$ cat src/remap_status_pkg.sv
// How it works
// - command bit 23 would pick block or pass-through for compatibility irqs
// - each update of that command bit would show in status bit 23
// - compatibility irq control unsupported: command and status bit read 0
// - status bit 31 follows translation enable
// - status bit 30 clears when set-root-pointer command is issued
// - status bit 30 sets once the root pointer has been latched
// - status bit 29 clears on set-fault-log, sets once pointer loaded
// - status bit 28 follows advanced fault logging enable
// - status bit 27 sets when a flush command is issued
// - status bit 27 clears only once the flush has fully completed
// - status bit 26 follows queued invalidation enable
// - status bit 25 follows interrupt remapping enable
// - status bit 24 clears on set-irq-table-pointer command
// - status bit 24 sets once the irq table pointer has been loaded
// - status bit 23 is held at zero; compatibility irq handling state is not reported
// - status word is 32-bit read-only, resets to zero, bits 22:0 zero
// - flush command honoured only where flushing is needed
package remap_status_pkg;
    localparam logic [7:0]  STATUS_OFFSET   = 8'h1C;
    localparam logic [7:0]  COMMAND_OFFSET  = 8'h18;
    localparam logic [7:0]  ENABLES_OFFSET  = 8'h30;
    localparam logic [31:0] STATUS_RESET    = 32'h00000000;
    localparam int          TRANS_ON_BIT    = 31;
    localparam int          ROOT_DONE_BIT   = 30;
    localparam int          FLOG_DONE_BIT   = 29;
    localparam int          ADV_LOG_ON_BIT  = 28;
    localparam int          FLUSH_BUSY_BIT  = 27;
    localparam int          QINVAL_ON_BIT   = 26;
    localparam int          IRQ_REMAP_BIT   = 25;
    localparam int          IRQT_DONE_BIT   = 24;
    localparam int          COMPAT_BIT      = 23;
    // command word strobe positions
    localparam int          ROOT_CMD_BIT    = 30;
    localparam int          FLOG_CMD_BIT    = 29;
    localparam int          FLUSH_CMD_BIT   = 27;
    localparam int          IRQT_CMD_BIT    = 24;
    localparam int          EN_TRANS_BIT    = 0;
    localparam int          EN_AFL_BIT      = 1;
    localparam int          EN_QI_BIT       = 2;
    localparam int          EN_IRQ_BIT      = 3;
    localparam logic [3:0]  ENABLES_RESET   = 4'h0;
    // operation latency, cycles
    localparam logic [3:0]  OP_CYCLES       = 4'h4;
    localparam logic [3:0]  FLUSH_CYCLES    = 4'h8;
    localparam bit          HAS_ADV_LOG     = 1'b1;
    localparam bit          NEEDS_FLUSH     = 1'b1;
endpackage : remap_status_pkg

$ cat src/op_timer.sv
`timescale 1ns/1ns
// one pending operation: done pulses after a fixed latency
module op_timer
(
    input  wire logic       clock_i,
    input  wire logic       sys_rst_i,
    input  wire logic       start_i,
    input  wire logic [3:0] cycles_i,
    output logic            busy_o,
    output logic            done_o
);
    logic [3:0] cnt_q;
    logic [3:0] cnt_d;
    logic       done_q;
    logic       done_d;

    // restart on every start, count down to zero
    always_comb
    begin
        cnt_d  = cnt_q;
        done_d = 1'b0;
        if (start_i)
        begin
            cnt_d = cycles_i;
        end
        else if (cnt_q != 4'h0)
        begin
            cnt_d  = cnt_q - 4'h1;
            done_d = (cnt_q == 4'h1);
        end
    end

    always_ff @(posedge clock_i)
    begin
        if (sys_rst_i)
        begin
            cnt_q  <= 4'h0;
            done_q <= 1'b0;
        end
        else
        begin
            cnt_q  <= cnt_d;
            done_q <= done_d;
        end
    end

    assign busy_o = (cnt_q != 4'h0);
    assign done_o = done_q;
endmodule : op_timer

$ cat src/remap_global_status_bank.sv
`timescale 1ns/1ns
module remap_global_status_bank
(
    input  wire logic        clock_i,
    input  wire logic        sys_rst_i,
    input  wire logic [7:0]  addr_i,
    input  wire logic [31:0] wdata_i,
    input  wire logic        wr_i,
    input  wire logic        rd_i,
    output logic [31:0]      rdata_o,
    output logic             compat_irq_passthrough_o
);
    localparam int NOPS = 3;

    logic [31:0] rdata_q;
    logic [31:0] rdata_d;
    logic [3:0]  en_q;
    logic [3:0]  en_d;
    logic        root_done_q;
    logic        root_done_d;
    logic        flog_done_q;
    logic        flog_done_d;
    logic        irqt_done_q;
    logic        irqt_done_d;
    logic        flush_busy_q;
    logic        flush_busy_d;
    logic        cmd_wr;
    logic        set_root_pointer_cmd;
    logic        set_fault_log_cmd;
    logic        buffer_flush_cmd;
    logic        set_irq_table_pointer_cmd;
    logic [NOPS-1:0] op_start;
    logic [NOPS-1:0] op_done;
    logic [NOPS-1:0] op_busy;
    logic        flush_done;
    logic        flush_timer_busy;
    logic [31:0] status;
    logic [4:0]  flush_run_q;
    logic [4:0]  flush_run_d;

    // command strobes from writes to the command word
    assign cmd_wr = wr_i && (addr_i == remap_status_pkg::COMMAND_OFFSET);
    assign set_root_pointer_cmd = cmd_wr
        && wdata_i[remap_status_pkg::ROOT_CMD_BIT];
    assign set_fault_log_cmd = cmd_wr
        && wdata_i[remap_status_pkg::FLOG_CMD_BIT]
        && remap_status_pkg::HAS_ADV_LOG;
    assign buffer_flush_cmd = cmd_wr
        && wdata_i[remap_status_pkg::FLUSH_CMD_BIT]
        && remap_status_pkg::NEEDS_FLUSH;
    assign set_irq_table_pointer_cmd = cmd_wr
        && wdata_i[remap_status_pkg::IRQT_CMD_BIT];
    assign op_start = {set_irq_table_pointer_cmd, set_fault_log_cmd,
                       set_root_pointer_cmd};

    // pointer load latency timers, one per pointer kind
    genvar g;
    generate
        for (g = 0; g < NOPS; g++)
        begin : g_ptr
            op_timer u_ptr
            (
                .clock_i  (clock_i),
                .sys_rst_i(sys_rst_i),
                .start_i  (op_start[g]),
                .cycles_i (remap_status_pkg::OP_CYCLES),
                .busy_o   (op_busy[g]),
                .done_o   (op_done[g])
            );
        end
    endgenerate

    // write-buffer flush engine
    op_timer u_flush
    (
        .clock_i  (clock_i),
        .sys_rst_i(sys_rst_i),
        .start_i  (buffer_flush_cmd),
        .cycles_i (remap_status_pkg::FLUSH_CYCLES),
        .busy_o   (flush_timer_busy),
        .done_o   (flush_done)
    );

    // enable register; only its own offset writes it, status stays as is
    always_comb
    begin
        en_d = en_q;
        if (wr_i && addr_i == remap_status_pkg::ENABLES_OFFSET)
        begin
            en_d = wdata_i[3:0];
        end
    end

    always_ff @(posedge clock_i)
    begin
        if (sys_rst_i)
        begin
            en_q <= remap_status_pkg::ENABLES_RESET;
        end
        else
        begin
            en_q <= en_d;
        end
    end

    // handshake flags; a new command wins over done
    always_comb
    begin
        root_done_d = root_done_q;
        if (op_done[0])
        begin
            root_done_d = 1'b1;
        end
        if (set_root_pointer_cmd)
        begin
            root_done_d = 1'b0;
        end
        flog_done_d = flog_done_q;
        if (op_done[1])
        begin
            flog_done_d = 1'b1;
        end
        if (set_fault_log_cmd)
        begin
            flog_done_d = 1'b0;
        end
        irqt_done_d = irqt_done_q;
        if (op_done[2])
        begin
            irqt_done_d = 1'b1;
        end
        if (set_irq_table_pointer_cmd)
        begin
            irqt_done_d = 1'b0;
        end
        flush_busy_d = flush_busy_q;
        if (flush_done)
        begin
            flush_busy_d = 1'b0;
        end
        if (buffer_flush_cmd)
        begin
            flush_busy_d = 1'b1;
        end
    end

    always_ff @(posedge clock_i)
    begin
        if (sys_rst_i)
        begin
            root_done_q  <= 1'b0;
            flog_done_q  <= 1'b0;
            irqt_done_q  <= 1'b0;
            flush_busy_q <= 1'b0;
        end
        else
        begin
            root_done_q  <= root_done_d;
            flog_done_q  <= flog_done_d;
            irqt_done_q  <= irqt_done_d;
            flush_busy_q <= flush_busy_d;
        end
    end

    // cycles the flush flag has stood, for the completion bound
    always_comb
    begin
        flush_run_d = 5'h00;
        if (flush_busy_q && !buffer_flush_cmd)
        begin
            flush_run_d = flush_run_q + 5'h01;
        end
    end

    always_ff @(posedge clock_i)
    begin
        if (sys_rst_i)
        begin
            flush_run_q <= 5'h00;
        end
        else
        begin
            flush_run_q <= flush_run_d;
        end
    end

    // status word assembly; compat bit held reserved at zero
    always_comb
    begin
        status = remap_status_pkg::STATUS_RESET;
        status[remap_status_pkg::TRANS_ON_BIT] =
            en_q[remap_status_pkg::EN_TRANS_BIT];
        status[remap_status_pkg::ROOT_DONE_BIT] = root_done_q;
        status[remap_status_pkg::FLOG_DONE_BIT] = flog_done_q;
        status[remap_status_pkg::ADV_LOG_ON_BIT] =
            en_q[remap_status_pkg::EN_AFL_BIT]
            && remap_status_pkg::HAS_ADV_LOG;
        status[remap_status_pkg::FLUSH_BUSY_BIT] = flush_busy_q;
        status[remap_status_pkg::QINVAL_ON_BIT] =
            en_q[remap_status_pkg::EN_QI_BIT];
        status[remap_status_pkg::IRQ_REMAP_BIT] =
            en_q[remap_status_pkg::EN_IRQ_BIT];
        status[remap_status_pkg::IRQT_DONE_BIT] = irqt_done_q;
        status[remap_status_pkg::COMPAT_BIT] = 1'b0;
    end

    // read mux; command word reads zero, unmapped reads zero
    always_comb
    begin
        rdata_d = 32'h00000000;
        if (rd_i)
        begin
            case (addr_i)
                remap_status_pkg::STATUS_OFFSET:  rdata_d = status;
                remap_status_pkg::ENABLES_OFFSET: rdata_d = {28'h0000000,
                                                             en_q};
                default:                          rdata_d = 32'h00000000;
            endcase
        end
    end

    // read data register, stands one cycle after the strobe
    always_ff @(posedge clock_i)
    begin
        if (sys_rst_i)
        begin
            rdata_q <= 32'h00000000;
        end
        else
        begin
            rdata_q <= rdata_d;
        end
    end

    assign rdata_o = rdata_q;
    assign compat_irq_passthrough_o = 1'b0;
endmodule : remap_global_status_bank

$ cat config.mk
export PLATFORM = sky130hd
export DESIGN_NAME = remap_global_status_bank
export DESIGN_NICKNAME = d
export VERILOG_FILES = /design/src/remap_status_pkg.sv /design/src/op_timer.sv /design/src/remap_global_status_bank.sv
export SDC_FILE = /design/constraint.sdc
export NUM_CORES = 1
export LEC_CHECK = 0
export CAP_MARGIN = 20
export CORE_ASPECT_RATIO = 1.25
export CORE_MARGIN = 2
export CORE_UTILIZATION = 55
export DETAILED_ROUTE_END_ITERATION = 6
export DONT_BUFFER_PORTS = 1
export GPL_TIMING_DRIVEN = 0
export PLACE_DENSITY = 0.82
export SKIP_LAST_GASP = 1
export SLEW_MARGIN = 20
export SYNTH_ARGS = -nofsm -noshare
export SYNTH_HDL_FRONTEND = slang
export SYNTH_HIERARCHICAL = 1
export SYNTH_SLANG_ARGS = --single-unit
$ cat constraint.sdc
create_clock -name clock_i -period 4.3 [get_ports clock_i]
set_input_delay 0 -clock clock_i [delete_from_list [all_inputs] [get_ports clock_i]]
set_output_delay 0 -clock clock_i [all_outputs]
set_load 0.01 [all_outputs]
==> results of run 1 <==
[area by class of cell]
cell class,instances,area [µm²],area share
multi-input cells,167,1150,0.475
flip-flops and latches,40,801,0.329
plain buffers,22,161,0.0664
repair buffers,11,110,0.0453
clock buffers,5,68.8,0.0283
well taps,39,48.8,0.0201
inverters,12,45.0,0.0185
clock inverters,3,42.5,0.0175
[cells in the final DEF, fill, tap and decap left out, types with 3 or more instances in the layout]
master          n
nand2b_1       13
mux2_2          4
dfxtp_1        40
nor3b_4         4
or2_2           4
conb_1         37
or4b_1          5
a21o_1          4
nor3_2          4
o31ai_1         4
nand2_1        12
a21oi_1         4
dlygate4sd3_1  11
and2_1         12
nand3b_1       10
a311oi_1        3
inv_1          12
xnor2_1         8
nor3_1          5
ha_1            8
clkbuf_8        5
mux2i_1         4
buf_4          21
and3_1          3
nor2_1          4
o22ai_1         8
[metrics by stage]
stage / instances / utilization / power (mW) / area (µm²)
finish: 299 / 0.692 / 1.20 / 2430
global route: 299 / 0.692 / 1.29 / 2430
CTS: 299 / 0.692 / 1.21 / 2430
detailed placement: 280 / 0.629 / 0.893 / 2210
global placement: 280 / 0.629 / 0.883 / 2210
floorplan: 241 / - / 0.845 / 2160
[worst max path at each step]
| stage | end | cells past startpoint |
|---|---|---|
| floorplan | u_flush/cnt_q[3]$_SDFFE_PP0P_ | 5 |
| global placement | u_flush/cnt_q[3]$_SDFFE_PP0P_ | 5 |
| detailed placement | u_flush/cnt_q[3]$_SDFFE_PP0P_ | 5 |
| CTS | en_q[2]$_SDFFE_PP0P_ | 4 |
| global route | g_ptr[2].u_ptr/cnt_q[1]$_SDFFE_PP0P_ | 5 |
| finish | en_q[2]$_SDFFE_PP0P_ | 4 |
[critical path: stages]
cell and delay [ns]:
or4b_2 0.74, nor3_4 0.28, mux2i_1 0.21, dlygate4sd3_1 0.55
[power breakdown]
part	total [mW]	internal, mW	switching, mW
registers	0.483	0.431	0.0518
clock network	0.300	0.172	0.129
logic	0.417	0.243	0.174
[timing repair]
action | in CTS | in global routing
hold buffers | 11 | 0
hold endpoints to repair | 32 | 0
endpoints found under the setup margin | 0 | 0
[per-layer routing]
metal | up-vias | GRT usage | part of all wire
met5 | - | 0 | 0
met4 | 0 | 0.0904 | 0.025
met3 | 8 | 0.0766 | 0.077
met2 | 49 | 0.332 | 0.49
met1 | 629 | 0.212 | 0.40
li1 | 753 | - | -
[state kept, by name, summed over array words and instances, names as in the netlist, 3 cells and up]
| signal | cells |
|---|---|
| en_q | 4 |
| u_flush/cnt_q | 4 |
| g_ptr.u_ptr/done_o | 3 |
| rdata_o | 12 |
| g_ptr.u_ptr/cnt_q | 12 |
==> metrics.cfg, run 1 <==
[outcome]
status=complete, no violations

[critical_path]
critPathCaptureType=flip-flop
crit_path_start=addr_i[1]
r2r_end=g_ptr[0].u_ptr/cnt_q[1]$_SDFFE_PP0P_
r2r_slack_ns=2.82
worst_setup_path_start_kind=input port
rr_startpoint=g_ptr[0].u_ptr/cnt_q[0]$_SDFFE_PP0P_
path_class=input port to flip-flop
critPathRequiredTime_ns=4.53
rr_worst_depth=5
crit_fanout=4
crit_arrival_ns=1.78

[finish]
syn_to_final_growth_pct=19.8
diodes=0
fillerInstances=268
layout.nets=311
drive_gt1_frac=0.196

[clocking]
clockRootBuffer=clkbuf_8
tritoncts=yes
postCtsSetupBuffers=0
cts_buffers=5
path_clk_slew_ns=0.07
cts_buffer_depth=2
cts_resized=0
clock_latency_ns=0.29
cts_htree_levels=2
cts_sinks=40

[placement]
dp_worst_setup_slack_ns=2.65
port_buffers=0
hpwlAfterDp_mm=2.35
gp_congestion=0.793

[min_path]
hp-class=input port to flip-flop
whs_path_depth=3
worstHoldEndpoint=en_q[0]$_SDFFE_PP0P_
hold_start=wr_i

[job]
maxCapViolCount=0

[sta]
report.final.setup_viol=0
layout_min_cycle_time_ns=1.54
slew_violations=0
timing.hold.ws_ns=0.00996
fin_crit_sh=0.359
fin_ws_ns=2.76
fin_skew_ns=0.00399
setup_tns_ns=0
rsz0062_at_grt=false
clock.fmax_mhz=649
tightest_slew_ns=0.672
finalHoldViolations=0
slew_headroom=0.548

[grt]
grt.overflow.total=0
grt_pass1_wl_mm=6.16
antenna_found_initial=0
grt_start_max_net_pins=17
grt_pass1_vias=1413
grtUsageTotal=0.196

[synth]
yosys_warnings=6
avgSynthCellArea_um2=9.86
synth_area_um2=2030
netlist_instances=206

[power_and_ir_drop]
vdd_drop_max_mv=0.329
power_density_nw_per_um2=494
p_leak_nw=1.02

[floorplan]
row_count=24
io_pins=77
core_area_um2=3510
start_util=0.578
die_x_um=58.4
dieHeight_um=71.9
dieArea_um2=4200

[routing]
totalWireLength_mm=3.67
dr.first_iter.drc_count=44
dr.pass1.iters=4
drc_errors=0
drt.antenna.violating_nets=0
viasPerCell=4.81
vias=1439
wl_per_cell_um=12.3

(Power assumes the default switching activity.)
==> inputs of run 2 (changes only) <==
- PLACE_DENSITY: 0.82 -> 0.85
- clock period: 4.3 -> 1.3 ns (I/O delays scaled with it)
==> run 2 against run 1 <==
Power grew to 3.9 times the previous value. Register-to-register slack worse by 2.8 ns. Critical path depth is 1 higher. Final area is 7.1% higher. Non-clock buffer count is 10 higher. Setup slack worse by 2.7 ns. Sequential cell count stayed put. Wire length is 10% higher. Final cell count is 3.3% higher. Count of clock-buffer cells in the layout is 1 higher. Highest routed layer unchanged.
==> metrics.cfg, run 2 (synthesis results as in run 1) <==
[sta]
setup_tns_ns=0  ; unchanged
finalHoldViolations=0  ; unchanged
rsz0062_at_grt=true
slew_violations=0  ; unchanged
timing.hold.ws_ns=0.00471  ; -0.00525 ns
layout_min_cycle_time_ns=1.29
fin_ws_ns=0.00978  ; -2.75 ns
fin_crit_sh=0.992
report.final.setup_viol=0  ; unchanged
slew_headroom=0.524  ; -0.0246
fin_skew_ns=0.00783  ; +0.00384 ns
tightest_slew_ns=0.709  ; +0.0366 ns
clock.fmax_mhz=775

[grt]
grt_pass1_vias=1334  ; -5.6%
grt_pass1_wl_mm=6.11  ; -0.89%
grt.overflow.total=0  ; unchanged
antenna_found_initial=0  ; unchanged
grtUsageTotal=0.192  ; -0.00448
grt_start_max_net_pins=17  ; unchanged

[job]
maxCapViolCount=0  ; unchanged

[critical_path]
slowest_delay_ns=0.34  ; -0.40 ns
critPathCaptureType=flip-flop
r2r_end=u_flush/cnt_q[1]$_SDFFE_PP0P_
worst-path-stages=5  ; +1
crit_path_start=u_flush/cnt_q[0]$_SDFFE_PP0P_
crit_end=u_flush/cnt_q[1]$_SDFFE_PP0P_
r2r_slack_ns=0.01  ; -2.81 ns
rr_worst_depth=5  ; unchanged
path_class=flip-flop to flip-flop
timing.critical_path.buf_inv=1  ; unchanged
crit_chain=inv_2 > ha_2 > nor3b_4 > mux2_4 > o22ai_1
crit_fanout=3  ; -1
critPathRequiredTime_ns=1.52  ; -3.01 ns
worst_setup_path_start_kind=flip-flop
cpLargestDelayFamily=flip-flops
crit_arrival_ns=1.51  ; -0.27 ns
rr_startpoint=u_flush/cnt_q[0]$_SDFFE_PP0P_
cp_slowest_cell=dfxtp_2

[outcome]
status=complete, no violations

[floorplan]
core_area_um2=3510  ; unchanged
die_x_um=58.4  ; unchanged
dieHeight_um=71.9  ; unchanged
start_util=0.578  ; unchanged
io_pins=77  ; unchanged
row_count=24  ; unchanged
dieArea_um2=4200  ; unchanged

[clocking]
path_clk_slew_ns=0.08  ; about the same
cts_buffers=5  ; unchanged
clockRootBuffer=clkbuf_8
cts_buffer_depth=2  ; unchanged
tritoncts=yes
cts_htree_levels=2  ; unchanged
clock_latency_ns=0.30  ; about the same
cts_sinks=40  ; unchanged

[routing]
wl_per_cell_um=13.1  ; +6.6%
vias=1543  ; +7.2%
dr.pass1.iters=4  ; unchanged
drc_errors=0  ; unchanged
totalWireLength_mm=4.04  ; +10%
dr.first_iter.drc_count=53  ; +20%
viasPerCell=4.99  ; +3.8%
drt.antenna.violating_nets=0  ; unchanged

[finish]
layout.nets=321  ; +3.2%
layout_commonest_cell=conb_1
diodes=0  ; unchanged
final_util=0.741  ; +0.0491
design_area_um2=2610  ; +7.1%
drive_gt1_frac=0.326  ; +0.130
fillerInstances=234  ; -13%
seq_area_um2=810  ; +1.1%
multi_input_area_um2=1230  ; +6.6%
final_cells=309  ; +3.3%
syn_to_final_growth_pct=28.3
final_cell_mix=conb_1 (37), dfxtp_1 (33), buf_4 (32), nand2b_1 (13)

[placement]
dp_worst_setup_slack_ns=-0.239  ; -2.89 ns
placed_area_um2=2220  ; +0.40%
gp_congestion=0.836  ; +5.4%
hpwlAfterDp_mm=2.44  ; +3.8%
port_buffers=0  ; unchanged
dp_cells=280  ; unchanged

[power_and_ir_drop]
vdd_drop_max_mv=1.37  ; +320%
power_mw=4.67  ; +290%
p_leak_nw=1.10  ; +7.7%
power_density_nw_per_um2=1790  ; +260%

[min_path]
hp-class=input port to flip-flop

## run 2: changes by cell type in the layout (fill, tap and decap cells not counted), moves of 2 or more
| cell | previous run | this run |
|---|---|---|
| buf_4 | 21 | 32 |
| inv_1 | 12 | 3 |
| inv_2 | 0 | 8 |
| dfxtp_1 | 40 | 33 |
| dfxtp_2 | 0 | 7 |
| ha_1 | 8 | 4 |
| mux2_2 | 4 | 0 |
| mux2_4 | 0 | 4 |
| and3_1 | 3 | 0 |
| and3_2 | 0 | 3 |
| ha_4 | 0 | 3 |
| dlygate4sd3_1 | 11 | 9 |
| o22ai_1 | 8 | 6 |
| o22ai_2 | 0 | 2 |
## run 2: layout make-up
| cell class | count | share of cell area |
|---|---|---|
| Clock inverter | 2 | 0.0149 |
| Sequential cell | 40 | 0.311 |
| Clock buffer | 6 | 0.0317 |
| Timing Repair Buffer | 21 | 0.0711 |
| Inverter | 12 | 0.0183 |
| Tap cell | 39 | 0.0187 |
| Buffer | 22 | 0.0620 |
| Multi-Input combinational cell | 167 | 0.473 |
## run 2: what timing repair did
| item | CTS | global route |
|---|---|---|
| hold buffers | 10 | 0 |
| setup buffers | 5 | 6 |
| gates resized for setup | 17 | 13 |
| setup endpoints to repair | 4 | 13 |
| pin swaps | 3 | 5 |
| endpoints found under the hold margin | 31 | 0 |
## run 2: worst min path at each step
stage / startpoint / to / slack [ns] / cells past startpoint
final: wdata_i[27] / flush_busy_q$_SDFFE_PP0P_ / 0.005 / 3
after floorplan: sys_rst_i / g_ptr[0].u_ptr/cnt_q[2]$_SDFFE_PP0P_ / 0.07 / 1
after global placement: sys_rst_i / u_flush/cnt_q[2]$_SDFFE_PP0P_ / 0.07 / 1
after CTS: wdata_i[27] / flush_busy_q$_SDFFE_PP0P_ / 0.006 / 3
after global routing: wdata_i[27] / flush_busy_q$_SDFFE_PP0P_ / 0.004 / 3
after detailed placement: sys_rst_i / g_ptr[2].u_ptr/cnt_q[2]$_SDFFE_PP0P_ / 0.07 / 1
## run 2: power by group
part	internal, mW	total (mW)	switching [mW]
clock	0.628	1.07	0.440
sequential	1.45	1.65	0.205
combinational	1.18	1.95	0.766
## run 2: worst min-delay path, stage by stage
cell and delay (ns):
inv_1 0.05, or4b_4 0.14, a21oi_2 0.05
## run 2: layer usage
| metal | wire, µm | GRT usage |
|---|---|---|
| met1 | 1710 | 0.239 |
| met2 | 1960 | 0.306 |
| met4 | 69 | 0.0827 |
| met3 | 302 | 0.0535 |
| met5 | 0 | 0 |
==> inputs of run 3 (changes only) <==
- ABC_AREA: default -> 1
==> run 3 against run 2 <==
The flow now finishes with violations (negative setup slack). Setup slack worse by 0.013 ns. Highest routed layer unchanged. Largest cell class unchanged. Count of clock-buffer cells in the layout fell by 1. Die area rose by 5.8%. Sequential power is 5% higher. Critical path depth unchanged.
==> metrics.cfg, run 3 <==
[outcome]
status=finished with violations
violations=negative setup slack

[synth]
synth_area_um2=2160  ; +6.2%
yosys_warnings=6  ; unchanged
netlist_instances=301  ; +46%
avgSynthCellArea_um2=7.17  ; -27%

[min_path]
worstHoldEndpoint=flush_busy_q$_SDFFE_PP0P_
whs_path_depth=4  ; +1
hp-class=input port to flip-flop
hold_start=addr_i[3]

[sta]
layout_min_cycle_time_ns=1.30  ; +0.0127 ns
slew_violations=0  ; unchanged
clock.fmax_mhz=767  ; -0.98%
fin_skew_ns=0.00169  ; -0.00614 ns
fin_crit_sh=1.00  ; +0.00978
report.final.setup_viol=1  ; +1
fin_ws_ns=-0.00294  ; -0.0127 ns
finalHoldViolations=0  ; unchanged
timing.hold.ws_ns=0.0101  ; +0.00539 ns

[grt]
grt_start_max_net_pins=15  ; -2
grtUsageTotal=0.215  ; +0.0239
grt.overflow.total=0  ; unchanged
grt_pass1_vias=1858  ; +39%
grt_pass1_wl_mm=7.38  ; +21%
antenna_found_initial=0  ; unchanged

[floorplan]
die_x_um=60.0  ; +2.9%
row_count=25  ; +4.2%
io_pins=77  ; unchanged
core_area_um2=3780  ; +7.7%
dieArea_um2=4440  ; +5.8%
dieHeight_um=74.0  ; +2.9%
start_util=0.570  ; -0.00807

[finish]
layout_commonest_cell=nand2_1
diodes=0  ; unchanged
seq_area_um2=803  ; -0.77%
drive_gt1_frac=0.172  ; -0.154
fillerInstances=283  ; +21%
multi_input_area_um2=1150  ; -6.7%
layout.nets=417  ; +30%
syn_to_final_growth_pct=25.7
final_cell_mix=nand2_1 (54), inv_1 (45), dfxtp_1 (38), conb_1 (37), nor2_1 (26)

[placement]
port_buffers=0  ; unchanged
dp_worst_setup_slack_ns=-0.0719  ; +0.167 ns
hpwlAfterDp_mm=3.05  ; +25%
gp_congestion=0.861  ; +3.1%

[critical_path]
crit_fanout=2  ; -1
rr_worst_depth=5  ; unchanged
worst_setup_path_start_kind=flip-flop
critPathCaptureType=flip-flop
crit_chain=nor2_4 > nor2_1 > dlygate4sd3_1 > o21ai_1 > inv_1
crit_arrival_ns=1.54  ; +0.03 ns
r2r_slack_ns=-0.003  ; about the same
rr_startpoint=irqt_done_q$_SDFFE_PP0P_
slowest_delay_ns=0.56  ; +0.22 ns
path_class=flip-flop to flip-flop
cp_slowest_cell=dlygate4sd3_1
critPathRequiredTime_ns=1.54  ; +0.02 ns
r2r_end=irqt_done_q$_SDFFE_PP0P_

[job]
maxCapViolCount=0  ; unchanged

[routing]
dr_wl_met2_mm=2.61  ; +33%
vias=1966  ; +27%
dr.pass1.iters=4  ; unchanged
totalWireLength_mm=4.80  ; +19%
wl_met1_mm=1.83  ; +7.3%
met3_length_um=238  ; -21%
highest_layer=met4
drt.antenna.violating_nets=0  ; unchanged
viasPerCell=4.68  ; -6.3%
dr.first_iter.drc_count=93  ; +75%
drc_errors=0  ; unchanged
wl_per_cell_um=11.4  ; -13%

[clocking]
cts_buffers=5  ; unchanged
tritoncts=yes
clock_latency_ns=0.29  ; about the same
path_clk_slew_ns=0.08  ; about the same
cts_sinks=40  ; unchanged
cts_htree_levels=2  ; unchanged
clockRootBuffer=clkbuf_8
cts_buffer_depth=2  ; unchanged

[power_and_ir_drop]
p_leak_nw=1.32  ; +20%
power_density_nw_per_um2=1730  ; -3.3%
power_mw=4.70  ; +0.70%
vdd_drop_max_mv=0.756  ; -45%

[run 3: layout make-up]
cell class              instances  share of cell area
clock inverters                 3              0.0171
flip-flops and latches         40               0.296
multi-input cells             223               0.424
clock buffers                   5              0.0254
plain buffers                  22              0.0609
repair buffers                 22              0.0812
inverters                      51              0.0706
well taps                      54              0.0249
[run 3: where the power goes]
part           switching, mW  internal, mW  total (mW)
logic                   1.17         0.766        1.93
registers              0.244          1.49        1.73
clock network          0.460         0.578        1.04
[run 3: worst max path at each step]
stage / startpoint / to / slack [ns]
2_1_floorplan: wr_i / g_ptr[0].u_ptr/cnt_q[3]$_SDFFE_PP0P_ / 0.14
3_3_place_gp: wr_i / g_ptr[0].u_ptr/cnt_q[3]$_SDFFE_PP0P_ / -0.04
3_5_place_dp: wr_i / g_ptr[2].u_ptr/cnt_q[3]$_SDFFE_PP0P_ / -0.07
4_1_cts: irqt_done_q$_SDFFE_PP0P_ / irqt_done_q$_SDFFE_PP0P_ / 0.07
5_1_grt: irqt_done_q$_SDFFE_PP0P_ / irqt_done_q$_SDFFE_PP0P_ / -0.09
6_report: irqt_done_q$_SDFFE_PP0P_ / irqt_done_q$_SDFFE_PP0P_ / -0.003
[run 3: timing repair]
action / in CTS / in global routing
hold buffers: 22 / 0
setup endpoints to repair: 0 / 9
endpoints found under the hold margin: 39 / 0
buffers inserted: 0 / 0
gates resized for setup: 0 / 9
[run 3: through the flow]
step | cells | area, µm² | setup TNS (ns) | utilization
after floorplan | 336 | 2290 | 0 | -
after global routing | 420 | 2710 | -0.119 | 0.716
after global placement | 390 | 2360 | -0.0971 | 0.622
final | 420 | 2710 | -0.00294 | 0.716
after CTS | 420 | 2690 | 0 | 0.711
after detailed placement | 390 | 2360 | -0.180 | 0.622
[run 3: routing by layer]
| metal | vias up | track usage |
|---|---|---|
| li1 | 1017 | - |
| met1 | 873 | 0.212 |
| met2 | 64 | 0.415 |
| met3 | 12 | 0.0435 |
| met4 | 0 | 0.104 |
| met5 | - | 0 |
[run 3: worst max-delay path, delay by kind of cell, from the launching register on]
family	cells	cell delay (ns)
buffers and inverters	2	0.62
DFF	1	0.40
and+or+nand+nor	2	0.16
AOI/OAI and AO/OA	1	0.07
